## src/logic/apd_pkg.sv

```systemverilog
package apd_pkg;
  localparam int unsigned CLK_HZ = 25000000;
  localparam int unsigned LOSS_TIME_NS = 30000;
  localparam int unsigned VALID_TIME_NS = 1000;
  localparam int unsigned IDLE_TIME_S = 30;
  localparam int unsigned WAKE_TIME_NS = 100000;
  localparam int unsigned LOSS_CYC = (LOSS_TIME_NS * (CLK_HZ / 1000000) + 999) / 1000;
  localparam int unsigned VALID_CYC = (VALID_TIME_NS * (CLK_HZ / 1000000) + 999) / 1000;
  localparam int unsigned WAKE_CYC = (WAKE_TIME_NS * (CLK_HZ / 1000000)) / 1000;
  localparam longint unsigned IDLE_CYC = longint'(IDLE_TIME_S) * longint'(CLK_HZ);
  localparam int CNT_W = 32;
  localparam logic [31:0] ADDR_CTRL = 32'h0000_0000;
  localparam logic [31:0] ADDR_STAT = 32'h0000_0004;
  localparam logic [31:0] ADDR_IRQ_ST = 32'h0000_0008;
  localparam logic [31:0] ADDR_IRQ_MASK = 32'h0000_000c;
  localparam int CTRL_HOLD_BIT = 0;
  localparam int CTRL_SLEEP_N_BIT = 1;
  localparam int CTRL_SEL_BIT = 2;
  localparam logic [2:0] CTRL_RST = 3'h2;
  localparam int EV_DOWN_BIT = 0;
  localparam int EV_UP_BIT = 1;
  localparam int EV_LEVEL_BIT = 2;
  localparam logic [2:0] IRQ_MASK_RST = 3'h0;
endpackage

```

## src/logic/apd_sync_if.sv

```systemverilog
`timescale 1ns/10ps
interface apd_sync_if;
  logic [7:0] raw;
  logic [7:0] sync;
  modport src (output raw, input sync);
  modport dst (input raw, output sync);
endinterface

```

## src/logic/apd_ctrl.sv

```systemverilog
// Design decisions made here: register access over APB and the placing of the registers.
`timescale 1ns/10ps
module apd_ctrl
  import apd_pkg::*;
#(
  parameter longint unsigned IDLE_CYCLES = IDLE_CYC
) (
  input wire logic CLK_SYS_IN,
  input wire logic ARST_N_IN,
  input wire logic [2:0] TX_DATA_IN,
  input wire logic [2:0] RX_LINE_IN,
  input wire logic [2:0] RX_LEVEL_OK_IN,
  input wire logic HOLD_AWAKE_IN,
  input wire logic MANUAL_SLEEP_N_IN,
  input wire logic PSEL_IN,
  input wire logic PENABLE_IN,
  input wire logic PWRITE_IN,
  input wire logic [31:0] PADDR_IN,
  input wire logic [31:0] PWDATA_IN,
  output logic [31:0] PRDATA_OUT,
  output logic PREADY_OUT,
  output logic PSLVERR_OUT,
  output logic [2:0] TX_LINE_OUT,
  output logic [2:0] TX_LINE_OE_OUT,
  output logic [2:0] RX_DATA_OUT,
  output logic LEVEL_OK_OUT,
  output logic PUMP_EN_OUT,
  output logic POWER_READY_OUT,
  output logic IRQ_OUT
);
  typedef enum logic [2:0] {
    ST_DOWN = 3'b001,
    ST_WAKE = 3'b010,
    ST_ON = 3'b100
  } pwr_t;

  function automatic logic sel(input logic [31:0] a, input logic [31:0] b);
    sel = (a[7:0] == b[7:0]);
  endfunction

  apd_sync_if sif ();
  logic [5:0] data_s;
  logic [2:0] lvl_s;
  logic hold_s;
  logic sleep_n_s;
  assign sif.raw = {TX_DATA_IN, RX_LINE_IN, RX_LEVEL_OK_IN[1:0]};
  apd_sync u_sync (.clk_in(CLK_SYS_IN), .arst_n_in(ARST_N_IN), .port(sif));
  apd_sync_if sif2 ();
  assign sif2.raw = {5'h00, RX_LEVEL_OK_IN[2], HOLD_AWAKE_IN, MANUAL_SLEEP_N_IN};
  apd_sync u_sync2 (.clk_in(CLK_SYS_IN), .arst_n_in(ARST_N_IN), .port(sif2));
  assign data_s = sif.sync[7:2];
  assign lvl_s = {sif2.sync[2], sif.sync[1:0]};
  assign hold_s = sif2.sync[1];
  assign sleep_n_s = sif2.sync[0];

  logic [5:0] data_d_r;
  logic [5:0] data_d_nxt;
  logic hold_d_r;
  logic hold_d_nxt;
  logic activity;
  logic hold_fall;
  assign activity = |(data_s ^ data_d_r);
  assign hold_fall = hold_d_r & ~hold_s;

  // register-side overrides; sel bit picks pins or registers for force inputs
  logic [2:0] ctrl_r;
  logic [2:0] ctrl_nxt;
  logic hold_eff;
  logic sleep_n_eff;
  assign hold_eff = ctrl_r[CTRL_SEL_BIT] ? ctrl_r[CTRL_HOLD_BIT] : hold_s;
  assign sleep_n_eff = ctrl_r[CTRL_SEL_BIT] ? ctrl_r[CTRL_SLEEP_N_BIT] : sleep_n_s;

  // level monitor
  logic any_ok;
  logic loss_done;
  logic valid_done;
  logic level_r;
  logic level_nxt;
  assign any_ok = |lvl_s;
  apd_timer u_loss (
    .clk_in(CLK_SYS_IN), .arst_n_in(ARST_N_IN), .restart_in(any_ok),
    .limit_in(CNT_W'(LOSS_CYC)), .done_out(loss_done)
  );
  apd_timer u_valid (
    .clk_in(CLK_SYS_IN), .arst_n_in(ARST_N_IN), .restart_in(~any_ok),
    .limit_in(CNT_W'(VALID_CYC)), .done_out(valid_done)
  );
  // flag levels, independent of power state
  always_comb begin
    level_nxt = level_r;
    if (any_ok && valid_done) begin
      level_nxt = 1'b1;
    end else if (!any_ok && loss_done) begin
      level_nxt = 1'b0;
    end
  end

  // idle timer: restarted by activity or hold; expired on auto powerdown entry, not on manual sleep
  logic idle_done;
  logic idle_restart;
  logic auto_en;
  assign auto_en = ~hold_eff & sleep_n_eff;
  // hold keeps timer restarted, so 30 s run from the falling edge
  assign idle_restart = activity | hold_eff | hold_fall;
  // idle counter; it parks at expiry while down
  apd_timer u_idle (
    .clk_in(CLK_SYS_IN), .arst_n_in(ARST_N_IN), .restart_in(idle_restart),
    .limit_in(CNT_W'(IDLE_CYCLES)), .done_out(idle_done)
  );

  pwr_t st_r;
  pwr_t st_nxt;
  logic go_down;
  logic wake_done;
  logic [CNT_W-1:0] wake_cnt_r;
  logic [CNT_W-1:0] wake_cnt_nxt;
  // manual sleep wins; flag not used here
  assign go_down = ~sleep_n_eff | (auto_en & idle_done & ~activity);
  assign wake_done = (wake_cnt_r >= CNT_W'(WAKE_CYC));
  always_comb begin
    st_nxt = st_r;
    wake_cnt_nxt = '0;
    case (st_r)
      ST_DOWN: begin
        // wake needs sleep_n high plus hold or activity
        if (sleep_n_eff && (activity || hold_eff)) begin
          st_nxt = ST_WAKE;
        end
      end
      ST_WAKE: begin
        wake_cnt_nxt = wake_cnt_r + 1'b1;
        if (!sleep_n_eff) begin
          st_nxt = ST_DOWN;
        end else if (wake_done) begin
          st_nxt = ST_ON;
        end
      end
      ST_ON: begin
        if (go_down) begin
          st_nxt = ST_DOWN;
        end
      end
      default: st_nxt = ST_DOWN;
    endcase
  end

  // interrupts
  logic [2:0] irq_st_r;
  logic [2:0] irq_st_nxt;
  logic [2:0] irq_mask_r;
  logic [2:0] irq_mask_nxt;
  logic [2:0] ev;
  logic wr;
  logic rd_ok;
  logic [31:0] prdata_nxt;
  logic pready_nxt;
  logic pslverr_nxt;
  logic setup;
  assign ev[EV_DOWN_BIT] = (st_r != ST_DOWN) && (st_nxt == ST_DOWN);
  assign ev[EV_UP_BIT] = (st_r == ST_WAKE) && (st_nxt == ST_ON);
  assign ev[EV_LEVEL_BIT] = level_r ^ level_nxt;
  assign setup = PSEL_IN & ~PENABLE_IN;
  assign wr = PSEL_IN & PENABLE_IN & PREADY_OUT & PWRITE_IN;
  assign rd_ok = sel(PADDR_IN, ADDR_CTRL) | sel(PADDR_IN, ADDR_STAT)
    | sel(PADDR_IN, ADDR_IRQ_ST) | sel(PADDR_IN, ADDR_IRQ_MASK);

  // apb: no wait states; answer registered during setup
  always_comb begin
    ctrl_nxt = ctrl_r;
    irq_mask_nxt = irq_mask_r;
    irq_st_nxt = irq_st_r;
    if (wr && sel(PADDR_IN, ADDR_CTRL)) begin
      ctrl_nxt = PWDATA_IN[2:0];
    end
    if (wr && sel(PADDR_IN, ADDR_IRQ_MASK)) begin
      irq_mask_nxt = PWDATA_IN[2:0];
    end
    if (wr && sel(PADDR_IN, ADDR_IRQ_ST)) begin
      irq_st_nxt = irq_st_r & ~PWDATA_IN[2:0];
    end
    // a new event beats a same-cycle clear
    irq_st_nxt = irq_st_nxt | ev;
    pready_nxt = setup;
    pslverr_nxt = setup & ~rd_ok;
    prdata_nxt = 32'h0000_0000;
    if (setup && !PWRITE_IN) begin
      if (sel(PADDR_IN, ADDR_CTRL)) begin
        prdata_nxt = {29'h0, ctrl_r};
      end else if (sel(PADDR_IN, ADDR_STAT)) begin
        prdata_nxt = {26'h0, idle_done, st_r, level_r, lvl_s[0] | lvl_s[1] | lvl_s[2]};
      end else if (sel(PADDR_IN, ADDR_IRQ_ST)) begin
        prdata_nxt = {29'h0, irq_st_r};
      end else if (sel(PADDR_IN, ADDR_IRQ_MASK)) begin
        prdata_nxt = {29'h0, irq_mask_r};
      end
    end
  end

  always_ff @(posedge CLK_SYS_IN or negedge ARST_N_IN) begin
    if (!ARST_N_IN) begin
      data_d_r <= 6'h00;
      hold_d_r <= 1'b0;
      level_r <= 1'b0;
      st_r <= ST_DOWN;
      wake_cnt_r <= '0;
      ctrl_r <= CTRL_RST;
      irq_st_r <= 3'h0;
      irq_mask_r <= IRQ_MASK_RST;
      PRDATA_OUT <= 32'h0000_0000;
      PREADY_OUT <= 1'b0;
      PSLVERR_OUT <= 1'b0;
      TX_LINE_OUT <= 3'h0;
      TX_LINE_OE_OUT <= 3'h0;
      RX_DATA_OUT <= 3'h0;
      LEVEL_OK_OUT <= 1'b0;
      PUMP_EN_OUT <= 1'b0;
      POWER_READY_OUT <= 1'b0;
      IRQ_OUT <= 1'b0;
    end else begin
      data_d_r <= data_d_nxt;
      hold_d_r <= hold_d_nxt;
      level_r <= level_nxt;
      st_r <= st_nxt;
      wake_cnt_r <= wake_cnt_nxt;
      ctrl_r <= ctrl_nxt;
      irq_st_r <= irq_st_nxt;
      irq_mask_r <= irq_mask_nxt;
      PRDATA_OUT <= prdata_nxt;
      PREADY_OUT <= pready_nxt;
      PSLVERR_OUT <= pslverr_nxt;
      // transmit floats in powerdown, receivers always driven
      TX_LINE_OUT <= data_s[5:3];
      TX_LINE_OE_OUT <= {3{st_nxt == ST_ON}};
      RX_DATA_OUT <= data_s[2:0];
      LEVEL_OK_OUT <= level_nxt;
      PUMP_EN_OUT <= (st_nxt != ST_DOWN);
      POWER_READY_OUT <= (st_nxt == ST_ON);
      // a set mask bit hides its event from the interrupt line
      IRQ_OUT <= |(irq_st_nxt & ~irq_mask_nxt);
    end
  end
  assign data_d_nxt = data_s;
  assign hold_d_nxt = hold_s;

  // helper counter kept apart from the sequencer, so a stuck wake is caught
  logic [CNT_W-1:0] wake_age_r;
  logic [CNT_W-1:0] wake_age_nxt;
  always_comb begin
    wake_age_nxt = '0;
    if (st_r == ST_WAKE) begin
      wake_age_nxt = wake_age_r + 1'b1;
    end
  end
  always_ff @(posedge CLK_SYS_IN or negedge ARST_N_IN) begin
    if (!ARST_N_IN) begin
      wake_age_r <= '0;
    end else begin
      wake_age_r <= wake_age_nxt;
    end
  end

  a_sleep_forces_down: assert property (@(posedge CLK_SYS_IN) disable iff (!ARST_N_IN)
    !sleep_n_eff |=> st_r == ST_DOWN) else $error("not down under manual sleep");
  a_auto_idle_down: assert property (@(posedge CLK_SYS_IN) disable iff (!ARST_N_IN)
    st_r == ST_ON && auto_en && idle_done && !activity |=> st_r == ST_DOWN)
    else $error("idle expiry ignored");
  a_hold_no_auto: assert property (@(posedge CLK_SYS_IN) disable iff (!ARST_N_IN)
    st_r == ST_ON && hold_eff && sleep_n_eff |=> st_r == ST_ON)
    else $error("auto powerdown while held");
  a_wake_on_edge: assert property (@(posedge CLK_SYS_IN) disable iff (!ARST_N_IN)
    st_r == ST_DOWN && activity && sleep_n_eff |=> st_r == ST_WAKE)
    else $error("activity did not wake");
  a_wake_time: assert property (@(posedge CLK_SYS_IN) disable iff (!ARST_N_IN)
    st_r == ST_WAKE |-> wake_age_r <= CNT_W'(WAKE_CYC))
    else $error("wake too slow");
  a_down_stays: assert property (@(posedge CLK_SYS_IN) disable iff (!ARST_N_IN)
    st_r == ST_DOWN && !activity && !hold_eff |=> st_r == ST_DOWN)
    else $error("woke with no cause");
  a_flag_rise: assert property (@(posedge CLK_SYS_IN) disable iff (!ARST_N_IN)
    (!level_r && any_ok) [*8] ##1 any_ok [*8] ##1 any_ok [*8] ##1 any_ok [*2] |=> level_r)
    else $error("flag not raised");
  a_flag_fall: assert property (@(posedge CLK_SYS_IN) disable iff (!ARST_N_IN)
    level_r && !any_ok |-> ##[1:760] (!level_r || any_ok))
    else $error("flag not lowered");
  a_tx_float: assert property (@(posedge CLK_SYS_IN) disable iff (!ARST_N_IN)
    st_r == ST_DOWN |-> TX_LINE_OE_OUT == 3'h0) else $error("tx driven in powerdown");
  a_rx_driven: assert property (@(posedge CLK_SYS_IN) disable iff (!ARST_N_IN)
    1'b1 |=> RX_DATA_OUT == $past(data_s[2:0])) else $error("receiver output stalled");
endmodule

```

## src/logic/apd_sync.sv

```systemverilog
`timescale 1ns/10ps
module apd_sync (
  input wire logic clk_in,
  input wire logic arst_n_in,
  apd_sync_if.dst port
);
  logic [7:0] meta_r;
  logic [7:0] hold_r;
  logic [7:0] meta_nxt;
  logic [7:0] hold_nxt;
  always_comb begin
    meta_nxt = port.raw;
    hold_nxt = meta_r;
  end
  always_ff @(posedge clk_in or negedge arst_n_in) begin
    if (!arst_n_in) begin
      meta_r <= 8'h00;
      hold_r <= 8'h00;
    end else begin
      meta_r <= meta_nxt;
      hold_r <= hold_nxt;
    end
  end
  assign port.sync = hold_r;
endmodule

```

## src/logic/apd_timer.sv

```systemverilog
`timescale 1ns/10ps
module apd_timer
  import apd_pkg::*;
(
  input wire logic clk_in,
  input wire logic arst_n_in,
  input wire logic restart_in,
  input wire logic [CNT_W-1:0] limit_in,
  output logic done_out
);
  logic [CNT_W-1:0] cnt_r;
  logic [CNT_W-1:0] cnt_nxt;
  // counts to the limit and parks there until restarted
  always_comb begin
    cnt_nxt = cnt_r;
    if (restart_in) begin
      cnt_nxt = '0;
    end else if (cnt_r < limit_in) begin
      cnt_nxt = cnt_r + 1'b1;
    end
  end
  always_ff @(posedge clk_in or negedge arst_n_in) begin
    if (!arst_n_in) begin
      cnt_r <= '0;
    end else begin
      cnt_r <= cnt_nxt;
    end
  end
  assign done_out = (cnt_r >= limit_in);
endmodule

```

## config.mk

```make
export PLATFORM = sky130hd
export DESIGN_NAME = apd_ctrl
export DESIGN_NICKNAME = d
export VERILOG_FILES = /design/src/logic/apd_pkg.sv /design/src/logic/apd_sync_if.sv /design/src/logic/apd_ctrl.sv /design/src/logic/apd_sync.sv /design/src/logic/apd_timer.sv
export SDC_FILE = /design/constraint.sdc
export NUM_CORES = 1
export LEC_CHECK = 0
export ABC_AREA = 1
export BUFFER_PORTS_ARGS = -buffer_cell sky130_fd_sc_hd__buf_4
export CORE_MARGIN = 2
export CORE_UTILIZATION = 66
export DETAILED_ROUTE_END_ITERATION = 16
export HOLD_SLACK_MARGIN = 0.12
export PLACE_DENSITY = 0.95
export SLEW_MARGIN = 10
export SYNTH_ARGS = -nofsm -noshare
export SYNTH_HDL_FRONTEND = slang
export SYNTH_HIERARCHICAL = 1
export SYNTH_SLANG_ARGS = --single-unit
export TNS_END_PERCENT = 10
```

## constraint.sdc

```tcl
create_clock -name CLK_SYS_IN -period 5.3 [get_ports CLK_SYS_IN]
set_input_delay 0.53 -clock CLK_SYS_IN [delete_from_list [all_inputs] [get_ports CLK_SYS_IN]]
set_output_delay 0.53 -clock CLK_SYS_IN [all_outputs]
set_load 0.02 [all_outputs]
```

==> summary.md <==
| Metric | Value |
|---|---|
| Lkg Pwr | between 8 and 9 nW |
| I/O Buffers | 47 |
| Drt first-iter violations | 1239 |
| Worst reg2reg startpoint | u_idle/cnt_r[31]$_DFFE_PN0P_ |
| Grt ovf | 0 |
| Slew @ Worst Pin | 0.941 ns |
| Filler cells | 1662 |
| Vias in the first global route | 12700 |
| Power per cell area | roughly 210 nW/um^2 |
| TritonRoute pass-1 iters | 6 |
| Rows | 53 |
| Met3 WL | 2100 microns |
| Critical path class | reg2reg |
| Hold_ws | 0.191 ns |
| Final min period | 2.95 ns |
| Pint | roughly 2.3 mW |
| Root Buffer | clkbuf_16 |
| Synth Instances | between 2000 and 2500 |
| Reg-to-reg slack, setup | approximately 2.4 ns |
| Initial Util | between 60% and 70% |
| Area delta synth->final | 9.47% |
| Routed met2 length | about 16000 microns |
| Register-to-Register Path Depth | 15 |
| Die Area | 22400 sq um |
| Final period util | between 50% and 60% |
| Worst skew pair latency | 0.44 ns |
| DR WL/cell | about 14 microns |
| GRT Util Overall | between 30% and 40% |
| Setup TNS | 0 ns |
| Hold Path End | u_sync2/hold_nxt[0]$_DFF_PN0_ |
| Rel. slew slack | approximately 37% |
| Fin. Hold Viols | 0 |
| Initial antenna violation count | 0 |
| Crit path DAT | 3.32 ns |
| Largest net degree at the start of global routing | 77 |
| First-pass GRT wire length | roughly 57000 microns |
| Status | completed |
| Die width | approximately 150 microns |
| Clock Sinks | ~180 |
| Psw | about 900 uW |
| Reg-to-reg endpoint | IRQ_OUT$_DFF_PN0_ |
| Max Used Layer | met4 |
| Total CTS buffers | 17 |
| Clock buffer depth | 2 |
| Post-DP HPWL | approximately 24000 microns |
| Seq pwr share | a little under half |
| # H-tree levels | 4 |
| Largest fanout on the critical path | 34 |
| Setup crit end kind | flip-flop |
| Data required, critical path | ~5.7 ns |
| Core ar. | between 20000 and 25000 sq um |
| Final Setup Violations | 0 |
| Max cap viols | 0 |
| Worst setup SP type | flip-flop |
| GPL Wtd Cong | ~0.95 |
| I/O pin count | 127 |
| Layout Skew | 0.00932 ns |
| Hold path startpoint | MANUAL_SLEEP_N_IN |
| Hold path depth | 1 |
| Slew Viols, Final | 0 |
| DRT antenna net count | 0 |
| Yosys warnings | 6 |
| Hold Crit Class | in2reg |
| Clock share of power | roughly 40% |
| Crit path launch | u_idle/cnt_r[31]$_DFFE_PN0P_ |
| Number of vias per cell | about 5.4 |
| Commonest non-fill, non-tap cell in the layout | nand2_1 |
| Maximum vdd drop | between 0.0002 and 0.00025 V |
| Comb power frac | a little over an eighth |
| Drt drc | 0 |
| Die extent in y | roughly 150 microns |
| Area of the mapped netlist | ~14000 sq um |
| Antenna cells | 0 |
| DRT Wirelength | roughly 33000 microns |
| WL met1 | about 14000 microns |
| CTS clk-pin slew, worst paths | about 0.07 ns |
| Switching share of total power | between 20% and 30% |
| CTS tree | yes |
| Via count | between 10000 and 15000 |
| Most frequent cells in the layout | nand2_1 (570), inv_1 (309), nor2_1 (224) |
| F_max | about 340 MHz |
| Post-cts resize count | 0 |
| Tot Pwr | 3.19 mW |
| Nets | roughly 2300 |
| RSZ-0062 raised after global routing | false |
| Share of layout cells above drive strength 1 | under 10% |
| Syn Area/Cell | ~6.9 sq um |
## through the flow
step	cells	instance area [sq um]	setup WS (ns)	util (%)
after detailed placement	2403	14700	2.40	70.5
after global routing	2436	15300	2.15	73.3
after CTS	2436	15300	2.38	73.3
after floorplan	2149	14400	3.14	-
final	2436	15300	2.35	73.3
after global placement	2403	14700	2.53	70.5
## flip-flops by register name, summed over array words and instances, names as in the netlist, 5 cells and up
signal,flops
u_sync/hold_nxt,8
wake_cnt_r,32
u_valid/cnt_r,32
u_sync/port.sync,8
u_idle/cnt_r,32
data_d_r,5
u_loss/cnt_r,32
PRDATA_OUT,6
## metal layers
layer / GRT usage (%) / up-vias
met5: 0 / -
met4: 11.0 / 0
met3: 4.48 / 76
met2: 53.4 / 477
met1: 40.0 / 6054
li1: - / 6576
## cell type report
class                      instances  area (sq um)  share of cell area (%)
multi-input combinational       1570          8210                    53.6
sequential                       181          4530                    29.6
inverter                         320          1200                    7.84
timing repair buffer              58           444                    2.90
clock buffer                      19           433                    2.83
tap                              275           344                    2.25
clock inverter                    13           150                   0.980
## worst max-delay path by stage
stage	to	slack [ns]	cells after the start
6_report	IRQ_OUT$_DFF_PN0_	2.35	15
5_1_grt	IRQ_OUT$_DFF_PN0_	2.15	15
4_1_cts	IRQ_OUT$_DFF_PN0_	2.38	15
3_5_place_dp	IRQ_OUT$_DFF_PN0_	2.40	15
3_3_place_gp	IRQ_OUT$_DFF_PN0_	2.53	15
2_1_floorplan	u_loss/cnt_r[10]$_DFFE_PN0P_	3.14	7
## critical path, cell delays in order (launching register included)
cell,delay (ns)
dfrtp_1,0.42
ha_1,0.31
nand2_1,0.07
nor2_1,0.16
nand2_1,0.16
nor4_4,0.33
nand2_2,0.50
nand3_1,0.26
inv_1,0.10
nand2_1,0.08
nand3_1,0.10
nand3_2,0.13
nand2_1,0.06
nand2_1,0.07
nand2_1,0.05
nand3_1,0.06
## power by group through the flow
stage	Combinational, mW	Sequential [mW]	Clock (mW)
floorplan	0.294	1.51	0
global placement	0.401	1.51	0
detailed placement	0.417	1.51	0
CTS	0.420	1.49	1.29
global route	0.482	1.49	1.35
finish	0.422	1.49	1.28
## what timing repair did
| item | 4_1_cts | 5_1_grt |
|---|---|---|
| endpoints found under the hold margin | 58 | 0 |
| buffers inserted | 0 | 0 |
| setup endpoints to repair | 0 | 0 |
| hold buffers | 1 | 0 |
Note: power is estimated with default switching activity, not from simulation.
